**src/tlni_consts.svh**
```systemverilog
// Constants of the two-level nested interrupt unit.
`ifndef TLNI_CONSTS_SVH
`define TLNI_CONSTS_SVH
`define TLNI_NUM_SRC      15
`define TLNI_IDX_EXT0     0
`define TLNI_IDX_TWOWIRE  1
`define TLNI_IDX_ADC      2
`define TLNI_IDX_TIMER0   3
`define TLNI_IDX_CAP0     4
`define TLNI_IDX_CMP0     5
`define TLNI_IDX_EXT1     6
`define TLNI_IDX_CAP1     7
`define TLNI_IDX_CMP1     8
`define TLNI_IDX_TIMER1   9
`define TLNI_IDX_CAP2     10
`define TLNI_IDX_CMP2     11
`define TLNI_IDX_UART     12
`define TLNI_IDX_CAP3     13
`define TLNI_IDX_T2OVF    14
`define TLNI_EN_A_EXT0    0
`define TLNI_EN_A_TIMER0  1
`define TLNI_EN_A_EXT1    2
`define TLNI_EN_A_TIMER1  3
`define TLNI_EN_A_UART    4
`define TLNI_EN_A_TWOWIRE 5
`define TLNI_EN_A_ADC     6
`define TLNI_EN_A_GLOBAL  7
`define TLNI_EN_B_CAP0    0
`define TLNI_EN_B_CMP0    4
`define TLNI_EN_B_T2OVF   7
`define TLNI_REG_RESET    8'h00
`define TLNI_VEC_BASE     16'h0003
`define TLNI_VEC_STEP     16'h0008
`define TLNI_IDLE_WAKE    15'h124b
`endif

```
**src/tlni_pkg.sv**
```systemverilog
// Types of the two-level nested interrupt unit.
`default_nettype none
package tlni_pkg;
   typedef struct packed {
      logic [7:0] enable_a;
      logic [7:0] enable_b;
      logic [7:0] priority_a;
      logic [7:0] priority_b;
   } tlni_cfg_type;
   typedef struct packed {
      logic       call;
      logic       high;
      logic [3:0] source;
      logic [15:0] vector;
   } tlni_call_type;
   typedef enum logic [1:0] {
      TLNI_CAP_OFF,
      TLNI_CAP_RISE,
      TLNI_CAP_FALL,
      TLNI_CAP_BOTH
   } tlni_edge_type;
endpackage
`default_nettype wire

```
**src/tlni_edge_detect.sv**
```systemverilog
// Pin synchroniser and edge detector for one external request input.
`default_nettype none
module tlni_edge_detect (
   // Clock and reset.
   input  wire logic clock_in,
   input  wire logic sys_rst_in,
   input  wire logic clk_en_in,
   // Pin and selection.
   input  wire logic pin_in,
   input  wire logic rise_en_in,
   input  wire logic fall_en_in,
   // Results.
   output logic      level_out,
   output logic      event_out
);
   logic sync1_reg, sync2_reg, last_reg;
   logic sync1_next, sync2_next, last_next;

   always_comb begin
      sync1_next = sync1_reg;
      sync2_next = sync2_reg;
      last_next  = last_reg;
      if (clk_en_in) begin
         sync1_next = pin_in;
         sync2_next = sync1_reg;
         last_next  = sync2_reg;
      end
   end

   always_ff @(posedge clock_in) begin
      if (sys_rst_in) begin
         sync1_reg <= 1'b1;
         sync2_reg <= 1'b1;
         last_reg  <= 1'b1;
      end else begin
         sync1_reg <= sync1_next;
         sync2_reg <= sync2_next;
         last_reg  <= last_next;
      end
   end

   assign level_out = sync2_reg;
   assign event_out = clk_en_in & ((rise_en_in & sync2_reg & ~last_reg) |
                                   (fall_en_in & ~sync2_reg & last_reg));
endmodule
`default_nettype wire

```
**src/tlni_unit.sv**
```systemverilog
// Two-level nested interrupt unit with fifteen sources.
`include "tlni_consts.svh"
`default_nettype none
module tlni_unit (
   // Clock, reset and enable.
   input  wire logic                 clock_in,
   input  wire logic                 sys_rst_in,
   input  wire logic                 clk_en_in,
   // Core timing.
   input  wire logic                 sample_phase_in,
   input  wire logic                 last_cycle_in,
   input  wire logic                 return_from_interrupt_in,
   input  wire logic                 cfg_access_in,
   input  wire logic                 instr_done_in,
   input  wire logic                 idle_in,
   // Configuration.
   input  wire tlni_pkg::tlni_cfg_type cfg_in,
   input  wire logic                 ext0_edge_select_in,
   input  wire logic                 ext1_edge_select_in,
   input  wire logic [7:0]           capture_edge_sel_in,
   // Pins.
   input  wire logic                 ext_irq0_pin_in,
   input  wire logic                 ext_irq1_pin_in,
   input  wire logic [3:0]           capture_input_pin_in,
   // Peripheral set pulses.
   input  wire logic                 timer0_overflow_set_in,
   input  wire logic                 timer1_overflow_set_in,
   input  wire logic [7:0]           timer2_event_set_in,
   input  wire logic                 uart_rx_done_set_in,
   input  wire logic                 uart_tx_done_set_in,
   input  wire logic                 twowire_event_set_in,
   input  wire logic                 adc_done_set_in,
   input  wire logic                 seconds_tick_set_in,
   // Software flag writes.
   input  wire logic [17:0]          sw_set_in,
   input  wire logic [17:0]          sw_clr_in,
   // Results.
   output logic [17:0]               flags_out,
   output tlni_pkg::tlni_call_type   call_out,
   output logic [1:0]                active_level_out,
   output logic                      idle_wake_out
);
   // Flag layout: 0 ext0, 1 ext1, 2 timer0, 3 timer1, 4..11 timer2
   // (capture 0..3, compare 0..2, overflow), 12 rx, 13 tx, 14 two-wire,
   // 15 adc, 16 seconds, 17 unused.
   localparam int NF = 18;

   logic          ext0_lvl, ext1_lvl, ext0_evt, ext1_evt;
   logic [3:0]    cap_evt;
   logic [NF-1:0] flag_reg, flag_next;
   logic [14:0]   sample_reg, sample_next;
   logic [1:0]    active_reg, active_next;
   logic          hold_reg, hold_next;
   tlni_pkg::tlni_call_type call_reg, call_next;
   logic          wake_reg, wake_next;
   logic [14:0]   req, en_vec, pri_vec;
   logic [3:0]    win_idx;
   logic          win_high, win_any;

   tlni_edge_detect u_ext0 (
      .clock_in   (clock_in),
      .sys_rst_in (sys_rst_in),
      .clk_en_in  (clk_en_in),
      .pin_in     (ext_irq0_pin_in),
      .rise_en_in (1'b0),
      .fall_en_in (1'b1),
      .level_out  (ext0_lvl),
      .event_out  (ext0_evt)
   );
   tlni_edge_detect u_ext1 (
      .clock_in   (clock_in),
      .sys_rst_in (sys_rst_in),
      .clk_en_in  (clk_en_in),
      .pin_in     (ext_irq1_pin_in),
      .rise_en_in (1'b0),
      .fall_en_in (1'b1),
      .level_out  (ext1_lvl),
      .event_out  (ext1_evt)
   );
   genvar g;
   generate
      for (g = 0; g < 4; g++) begin : g_cap
         tlni_edge_detect u_cap (
            .clock_in   (clock_in),
            .sys_rst_in (sys_rst_in),
            .clk_en_in  (clk_en_in),
            .pin_in     (capture_input_pin_in[g]),
            .rise_en_in (capture_edge_sel_in[2*g]),
            .fall_en_in (capture_edge_sel_in[2*g+1]),
            .level_out  (),
            .event_out  (cap_evt[g])
         );
      end
   endgenerate

   // Maps a polled source index onto its vector address.
   function automatic logic [15:0] vec_of(input logic [3:0] idx);
      vec_of = `TLNI_VEC_BASE + ({12'h000, idx} * `TLNI_VEC_STEP);
   endfunction

   // Source requests in polling order.
   always_comb begin
      req = '0;
      req[`TLNI_IDX_EXT0]    = flag_reg[0];
      req[`TLNI_IDX_TWOWIRE] = flag_reg[14];
      req[`TLNI_IDX_ADC]     = flag_reg[15];
      req[`TLNI_IDX_TIMER0]  = flag_reg[2];
      req[`TLNI_IDX_CAP0]    = flag_reg[4];
      req[`TLNI_IDX_CMP0]    = flag_reg[8];
      req[`TLNI_IDX_EXT1]    = flag_reg[1] | flag_reg[16];
      req[`TLNI_IDX_CAP1]    = flag_reg[5];
      req[`TLNI_IDX_CMP1]    = flag_reg[9];
      req[`TLNI_IDX_TIMER1]  = flag_reg[3];
      req[`TLNI_IDX_CAP2]    = flag_reg[6];
      req[`TLNI_IDX_CMP2]    = flag_reg[10];
      req[`TLNI_IDX_UART]    = flag_reg[12] | flag_reg[13];
      req[`TLNI_IDX_CAP3]    = flag_reg[7];
      req[`TLNI_IDX_T2OVF]   = flag_reg[11];
   end

   // Enable and priority bits in polling order.
   always_comb begin
      en_vec  = {cfg_in.enable_b[7], cfg_in.enable_b[3], cfg_in.enable_a[4],
                 cfg_in.enable_b[6], cfg_in.enable_b[2], cfg_in.enable_a[3],
                 cfg_in.enable_b[5], cfg_in.enable_b[1], cfg_in.enable_a[2],
                 cfg_in.enable_b[4], cfg_in.enable_b[0], cfg_in.enable_a[1],
                 cfg_in.enable_a[6], cfg_in.enable_a[5], cfg_in.enable_a[0]};
      pri_vec = {cfg_in.priority_b[7], cfg_in.priority_b[3], cfg_in.priority_a[4],
                 cfg_in.priority_b[6], cfg_in.priority_b[2], cfg_in.priority_a[3],
                 cfg_in.priority_b[5], cfg_in.priority_b[1], cfg_in.priority_a[2],
                 cfg_in.priority_b[4], cfg_in.priority_b[0], cfg_in.priority_a[1],
                 cfg_in.priority_a[6], cfg_in.priority_a[5], cfg_in.priority_a[0]};
      if (!cfg_in.enable_a[`TLNI_EN_A_GLOBAL]) begin
         en_vec = '0;
      end
   end

   // Winner: any high request beats low, lowest index first in a level.
   always_comb begin
      logic [14:0] hi_req;
      logic [14:0] lo_req;
      hi_req   = sample_reg & en_vec & pri_vec;
      lo_req   = sample_reg & en_vec & ~pri_vec;
      win_idx  = 4'h0;
      win_high = 1'b0;
      win_any  = 1'b0;
      for (int i = 14; i >= 0; i--) begin
         if (lo_req[i]) begin
            win_idx = 4'(i);
            win_any = 1'b1;
         end
      end
      for (int i = 14; i >= 0; i--) begin
         if (hi_req[i]) begin
            win_idx  = 4'(i);
            win_high = 1'b1;
            win_any  = 1'b1;
         end
      end
   end

   // Sample, block and call.
   always_comb begin
      logic blocked;
      blocked     = 1'b0;
      sample_next = sample_reg;
      active_next = active_reg;
      hold_next   = hold_reg;
      call_next   = call_reg;
      call_next.call = 1'b0;
      wake_next   = wake_reg;
      if (clk_en_in) begin
         if (sample_phase_in) begin
            sample_next = req;
         end
         if (return_from_interrupt_in | cfg_access_in) begin
            hold_next = 1'b1;
         end else if (instr_done_in) begin
            hold_next = 1'b0;
         end
         blocked = active_reg[1] | (active_reg[0] & ~win_high) |
                   ~last_cycle_in | hold_reg | return_from_interrupt_in |
                   cfg_access_in;
         if (return_from_interrupt_in) begin
            if (active_reg[1]) begin
               active_next[1] = 1'b0;
            end else begin
               active_next[0] = 1'b0;
            end
         end else if (win_any && !blocked) begin
            call_next.call   = 1'b1;
            call_next.high   = win_high;
            call_next.source = win_idx;
            call_next.vector = vec_of(win_idx);
            active_next[win_high] = 1'b1;
            sample_next = '0;
         end
         wake_next = idle_in & |(req & en_vec & 15'(`TLNI_IDLE_WAKE));
      end
   end

   // Flag set and clear; set wins over every clear.
   always_comb begin
      logic [NF-1:0] hw_set;
      logic [NF-1:0] hw_clr;
      hw_set = '0;
      hw_clr = '0;
      // Level mode follows the pin; edge mode latches the falling edge.
      hw_set[0]  = ext0_edge_select_in ? ext0_evt : ~ext0_lvl;
      hw_set[1]  = ext1_edge_select_in ? ext1_evt : ~ext1_lvl;
      hw_clr[0]  = ~ext0_edge_select_in & ext0_lvl;
      hw_clr[1]  = ~ext1_edge_select_in & ext1_lvl;
      hw_set[2]  = timer0_overflow_set_in;
      hw_set[3]  = timer1_overflow_set_in;
      hw_set[11:4] = timer2_event_set_in | {4'h0, cap_evt};
      hw_set[12] = uart_rx_done_set_in;
      hw_set[13] = uart_tx_done_set_in;
      hw_set[14] = twowire_event_set_in;
      hw_set[15] = adc_done_set_in;
      hw_set[16] = seconds_tick_set_in;
      if (call_next.call) begin
         case (call_next.source)
            4'(`TLNI_IDX_EXT0):   hw_clr[0] = hw_clr[0] | ext0_edge_select_in;
            4'(`TLNI_IDX_EXT1):   hw_clr[1] = hw_clr[1] | ext1_edge_select_in;
            4'(`TLNI_IDX_TIMER0): hw_clr[2] = 1'b1;
            4'(`TLNI_IDX_TIMER1): hw_clr[3] = 1'b1;
            default:              hw_clr = hw_clr;
         endcase
      end
      flag_next = flag_reg;
      if (clk_en_in) begin
         flag_next = (flag_reg & ~(hw_clr | sw_clr_in)) | hw_set |
                     (sw_set_in & ~18'h08000);
         flag_next[17] = 1'b0;
      end
   end

   always_ff @(posedge clock_in) begin
      if (sys_rst_in) begin
         flag_reg   <= '0;
         sample_reg <= '0;
         active_reg <= '0;
         hold_reg   <= 1'b0;
         call_reg   <= '0;
         wake_reg   <= 1'b0;
      end else begin
         flag_reg   <= flag_next;
         sample_reg <= sample_next;
         active_reg <= active_next;
         hold_reg   <= hold_next;
         call_reg   <= call_next;
         wake_reg   <= wake_next;
      end
   end

   assign flags_out        = flag_reg;
   assign call_out         = call_reg;
   assign active_level_out = active_reg;
   assign idle_wake_out    = wake_reg;

   a_high_no_preempt: assert property (@(posedge clock_in) disable iff (sys_rst_in)
      active_reg[1] && !return_from_interrupt_in |=> !call_reg.call)
      else $error("call while high level active");
   a_low_block_low: assert property (@(posedge clock_in) disable iff (sys_rst_in)
      call_reg.call
      |-> !$past(active_reg[1]) && (call_reg.high || !$past(active_reg[0])))
      else $error("call over an equal or higher active level");
   a_ret_holds_call: assert property (@(posedge clock_in) disable iff (sys_rst_in)
      clk_en_in && return_from_interrupt_in |=> !call_reg.call)
      else $error("call right after return");
   a_mid_instr_block: assert property (@(posedge clock_in) disable iff (sys_rst_in)
      clk_en_in && !last_cycle_in |=> !call_reg.call)
      else $error("call mid instruction");
   a_call_sets_level: assert property (@(posedge clock_in) disable iff (sys_rst_in)
      call_reg.call |-> active_reg[call_reg.high])
      else $error("active marker missing");
   a_vector_match: assert property (@(posedge clock_in) disable iff (sys_rst_in)
      call_reg.call |-> call_reg.vector == vec_of(call_reg.source))
      else $error("vector mismatch");
   a_timer_clear: assert property (@(posedge clock_in) disable iff (sys_rst_in)
      call_reg.call && call_reg.source == 4'(`TLNI_IDX_TIMER0)
      && !$past(timer0_overflow_set_in) && !$past(sw_set_in[2]) |-> !flag_reg[2])
      else $error("timer0 flag not cleared");
   a_global_off: assert property (@(posedge clock_in) disable iff (sys_rst_in)
      !cfg_in.enable_a[`TLNI_EN_A_GLOBAL] |=> !call_reg.call)
      else $error("call with global enable off");
   a_adc_no_swset: assert property (@(posedge clock_in) disable iff (sys_rst_in)
      clk_en_in && !flag_reg[15] && !adc_done_set_in |=> !flag_reg[15])
      else $error("adc flag set without hardware");
   c_high_call: cover property (@(posedge clock_in) call_reg.call && call_reg.high);
   c_nest: cover property (@(posedge clock_in) call_reg.call && active_reg == 2'b11);
   c_wake: cover property (@(posedge clock_in) wake_reg);
endmodule
`default_nettype wire

```
**config.mk**
```make
export PLATFORM = sky130hd
export DESIGN_NAME = tlni_unit
export DESIGN_NICKNAME = d
export VERILOG_FILES = /design/src/tlni_pkg.sv /design/src/tlni_edge_detect.sv /design/src/tlni_unit.sv
export VERILOG_INCLUDE_DIRS = /design/src
export SDC_FILE = /design/constraint.sdc
export NUM_CORES = 1
export LEC_CHECK = 0
export BUFFER_PORTS_ARGS = -buffer_cell sky130_fd_sc_hd__buf_2
export CAP_MARGIN = 20
export CORE_MARGIN = 4
export CORE_UTILIZATION = 51
export CTS_CLUSTER_DIAMETER = 200
export CTS_CLUSTER_SIZE = 10
export DETAILED_ROUTE_END_ITERATION = 7
export PLACE_DENSITY = 0.95
export SLEW_MARGIN = 20
export SYNTH_ARGS = -nofsm -noshare
export SYNTH_HDL_FRONTEND = slang
export SYNTH_SLANG_ARGS = --single-unit
```
**constraint.sdc**
```tcl
create_clock -name clock_in -period 6.5 [get_ports clock_in]
set_clock_uncertainty 0.15 [all_clocks]
set_input_delay 0.65 -clock clock_in [delete_from_list [all_inputs] [get_ports clock_in]]
set_output_delay 0.65 -clock clock_in [all_outputs]
set_load 0.1 [all_outputs]
```
==> reports/metrics.csv <==
stage;metric;value;unit
yosys;Synth Instances;427;
setup_path;worst endpoint required time;6600;ps
routing;routed vias;3738;
setup_path;WS Path Type;input port to flip-flop;
cells_and_area;FF+latch area;1300;µm²
setup_path;worst r2r path cells;6;
global_routing;met3 usage;5.57;%
clock_network;Clk Latency, worst-skew pair;340;ps
routing;DRC viols;0;
cells_and_area;area of the multi-input gates;1920;µm²
timing;slew at the pin with the worst max-slew slack;680;ps
global_routing;M2 GR Usage;38.2;%
cells_and_area;ANT cells;0;
yosys;ranking of synthesized cells by area;dfxtp_1 (38%), nand2_1 (10%), a21oi_1 (6.2%);
routing;routed len/inst;15.6;µm
global_routing;met1 Resource Use GR;30.5;%
cells_and_area;max reg flops;17;
timing;min Tclk post-route;3460;ps
outcome;status;completed;
yosys;top-count cell post-synth;nand2_1;
cells_and_area;filler instances;547;
floorplan;Ports;151;
setup_path;Critical Path Fanout Max;39;
cells_and_area;Final nets;658;
cells_and_area;layout cell share with drive strength beyond 1;28.5;%
min_path;Min-Delay Path Class;flip-flop to flip-flop;
yosys;Main synth FF type;dfxtp_1;
timing;setup violators final;0;
yosys;area share of the largest cell type after synthesis;38.3;%
floorplan;die height;89.6;µm
clock_network;post-CTS setup buffer count;0;
timing;Fmax achieved;289;MHz
placement;global placement routability congestion;0.980;
clock_network;post_cts resized;0;
setup_path;CP peak stage delay;630;ps
yosys;number of flops mapped to enable cells by yosys;0;
routing;WL final;9.86;mm
setup_path;Critical Path End Type;flip-flop;
clock_network;CTS tree;yes;
timing;Final Hold Fails;0;
clock_network;Post-CTS Hold Buffers;0;
cells_and_area;Layout area overhead;24.2;%
yosys;Post-Syn Area;3400;µm²
yosys;syn_area_per_cell;7.96;µm²
floorplan;Die Footprint;8030;µm²
global_routing;initial antenna violation count;0;
min_path;Hold Crit Depth;2;
clock_network;clk root buf;clkbuf_8;
placement;dpl ws;2770;ps
placement;Port Buffers;135;
setup_path;CP delay by family, top;simple AND/OR/NAND/NOR gates;
global_routing;GR Util All Layers;23.9;%
yosys;#FFs+latches synth;65;
yosys;Distinct cells, synth;49;
yosys;top cells by count, synth;nand2_1 (94), dfxtp_1 (65), a21oi_1 (42), nor2_1 (29), nand4_1 (22);
setup_path;WP data arrival;3560;ps
yosys;top cell type by total area after synthesis;dfxtp_1;
power_and_ir_drop;Final Power;989;µW
routing;post-route ant nets;0;
setup_path;CP startpoint kind;input port;
yosys;asr flop ratio synth;0;%
job;Max Cap Violations;0;
clock_network;clock sinks;65;
timing;Tcrit/Tclk final;53.2;%
clock_network;Inserted Clock Buffers;9;
placement;Detail Placement HPWL;7.62;mm
setup_path;Crit path depth;7;
global_routing;vias in the first global route;3192;
global_routing;busiest grt layer;met2;
clock_network;H-Tree Depth;3;
setup_path;crit path buf inv count;1;
clock_network;Clock transition at path regs;70;ps
yosys;register area share after synthesis;38.3;%
global_routing;first-pass GRT wire length;14.8;mm
timing;Post-Route Setup TNS;0;ps
clock_network;Clock Path Buffers;2;
floorplan;Core ar.;6420;µm²
setup_path;cell at the slowest stage of the critical path;nor4_1;
floorplan;row count;29;
routing;First-pass DRT Iterations;5;
power_and_ir_drop;P_leak;2.01;nW
global_routing;gr ovfl total;0;
floorplan;chip width;89.6;µm
power_and_ir_drop;peak supply drop;0.000140;V
routing;initial drt markers;322;
timing;setup ws final;3040;ps
routing;DR vias/cell;5.92;
power_and_ir_drop;pwr dens;234;nW/µm²
timing;RSZ-0062 raised after global routing;false;
yosys;Yosys warning total;0;
setup_path;worst path cell trace;buf_2 > and4b_1 > nor4_1 > nand4_1 > a2bb2oi_2 > nand2_1 > nor3_1;
timing;Max Slew Vio Count;0;
timing;Slew HR;54.2;%
global_routing;largest net degree at the start of global routing;63;
floorplan;Initial Util;52.9;%
## worst paths after layout
kind              slack, ps            end            from
hold / removal          300    call_out[1]     call_out[1]
setup reg to reg       3370  sample_reg[6]  sample_reg[10]
setup / recovery       3040  sample_reg[6]      cfg_in[31]
hold reg to reg         300    call_out[1]     call_out[1]
## area by class of cell
cell class / instances / share of cell area [%]
Clock buffer: 12 / 3.68
Clock inverter: 3 / 0.949
Inverter: 5 / 0.445
Multi-Input combinational cell: 332 / 45.4
Sequential cell: 65 / 30.8
Tap cell: 77 / 2.28
Timing Repair Buffer: 137 / 16.4
## metal layers
| metal | part of all wire [%] | vias up | wire [µm] |
|---|---|---|---|
| met2 | 46 | 229 | 4500 |
| met5 | 0 | - | 0 |
| li1 | - | 1789 | - |
| met1 | 41 | 1684 | 4000 |
| met4 | 2.8 | 0 | 276 |
| met3 | 11 | 36 | 1090 |
## cell usage in the layout, fill, tap and decap left out, types with 3 or more instances in the layout
cell type,instances
buf_2,135
nand2_1,94
dfxtp_1,65
a21oi_1,42
nor2_1,29
nand4_1,22
o21ai_0,20
mux2i_1,16
and4b_1,13
conb_1,11
clkbuf_8,11
nand4b_1,7
nor3_1,6
o211ai_1,6
inv_1,5
a211oi_1,5
o31ai_1,5
nand3_1,4
nor4_1,4
or4_1,4
and4_1,4
nand3b_1,4
a31oi_1,3
a22oi_1,3
## kinds of logic after synthesis
family	share of synthesized area, %
AO/OA/AOI/OAI	18.4
buffers and inverters	6.34
multiplexers	4.71
AND/OR/NAND/NOR	32.2
flip-flops	38.3
other	0.110
## power by group
group          switching, mW  leakage, nW  internal (mW)
Combinational          0.157         1.38         0.0565
Clock                  0.145        0.102          0.195
Sequential            0.0183        0.533          0.417
Total                  0.321         2.01          0.668
## stage by stage
stage	hold WS [ps]	area (µm²)	std cells	utilization, %
4_1_cts	311	4220	631	65.7
3_5_place_dp	301	4030	616	62.7
6_report	304	4220	631	65.7
3_3_place_gp	291	4030	616	62.7
5_1_grt	328	4220	631	65.7
2_1_floorplan	282	3430	437	-
## worst reg2reg max path: cells and delay by family, from the launching register on
family | cells | cell delay (ps)
compound gates | 1 | 630
simple gates | 5 | 1920
flops | 1 | 350
Note: power is estimated with default switching activity, not from simulation.
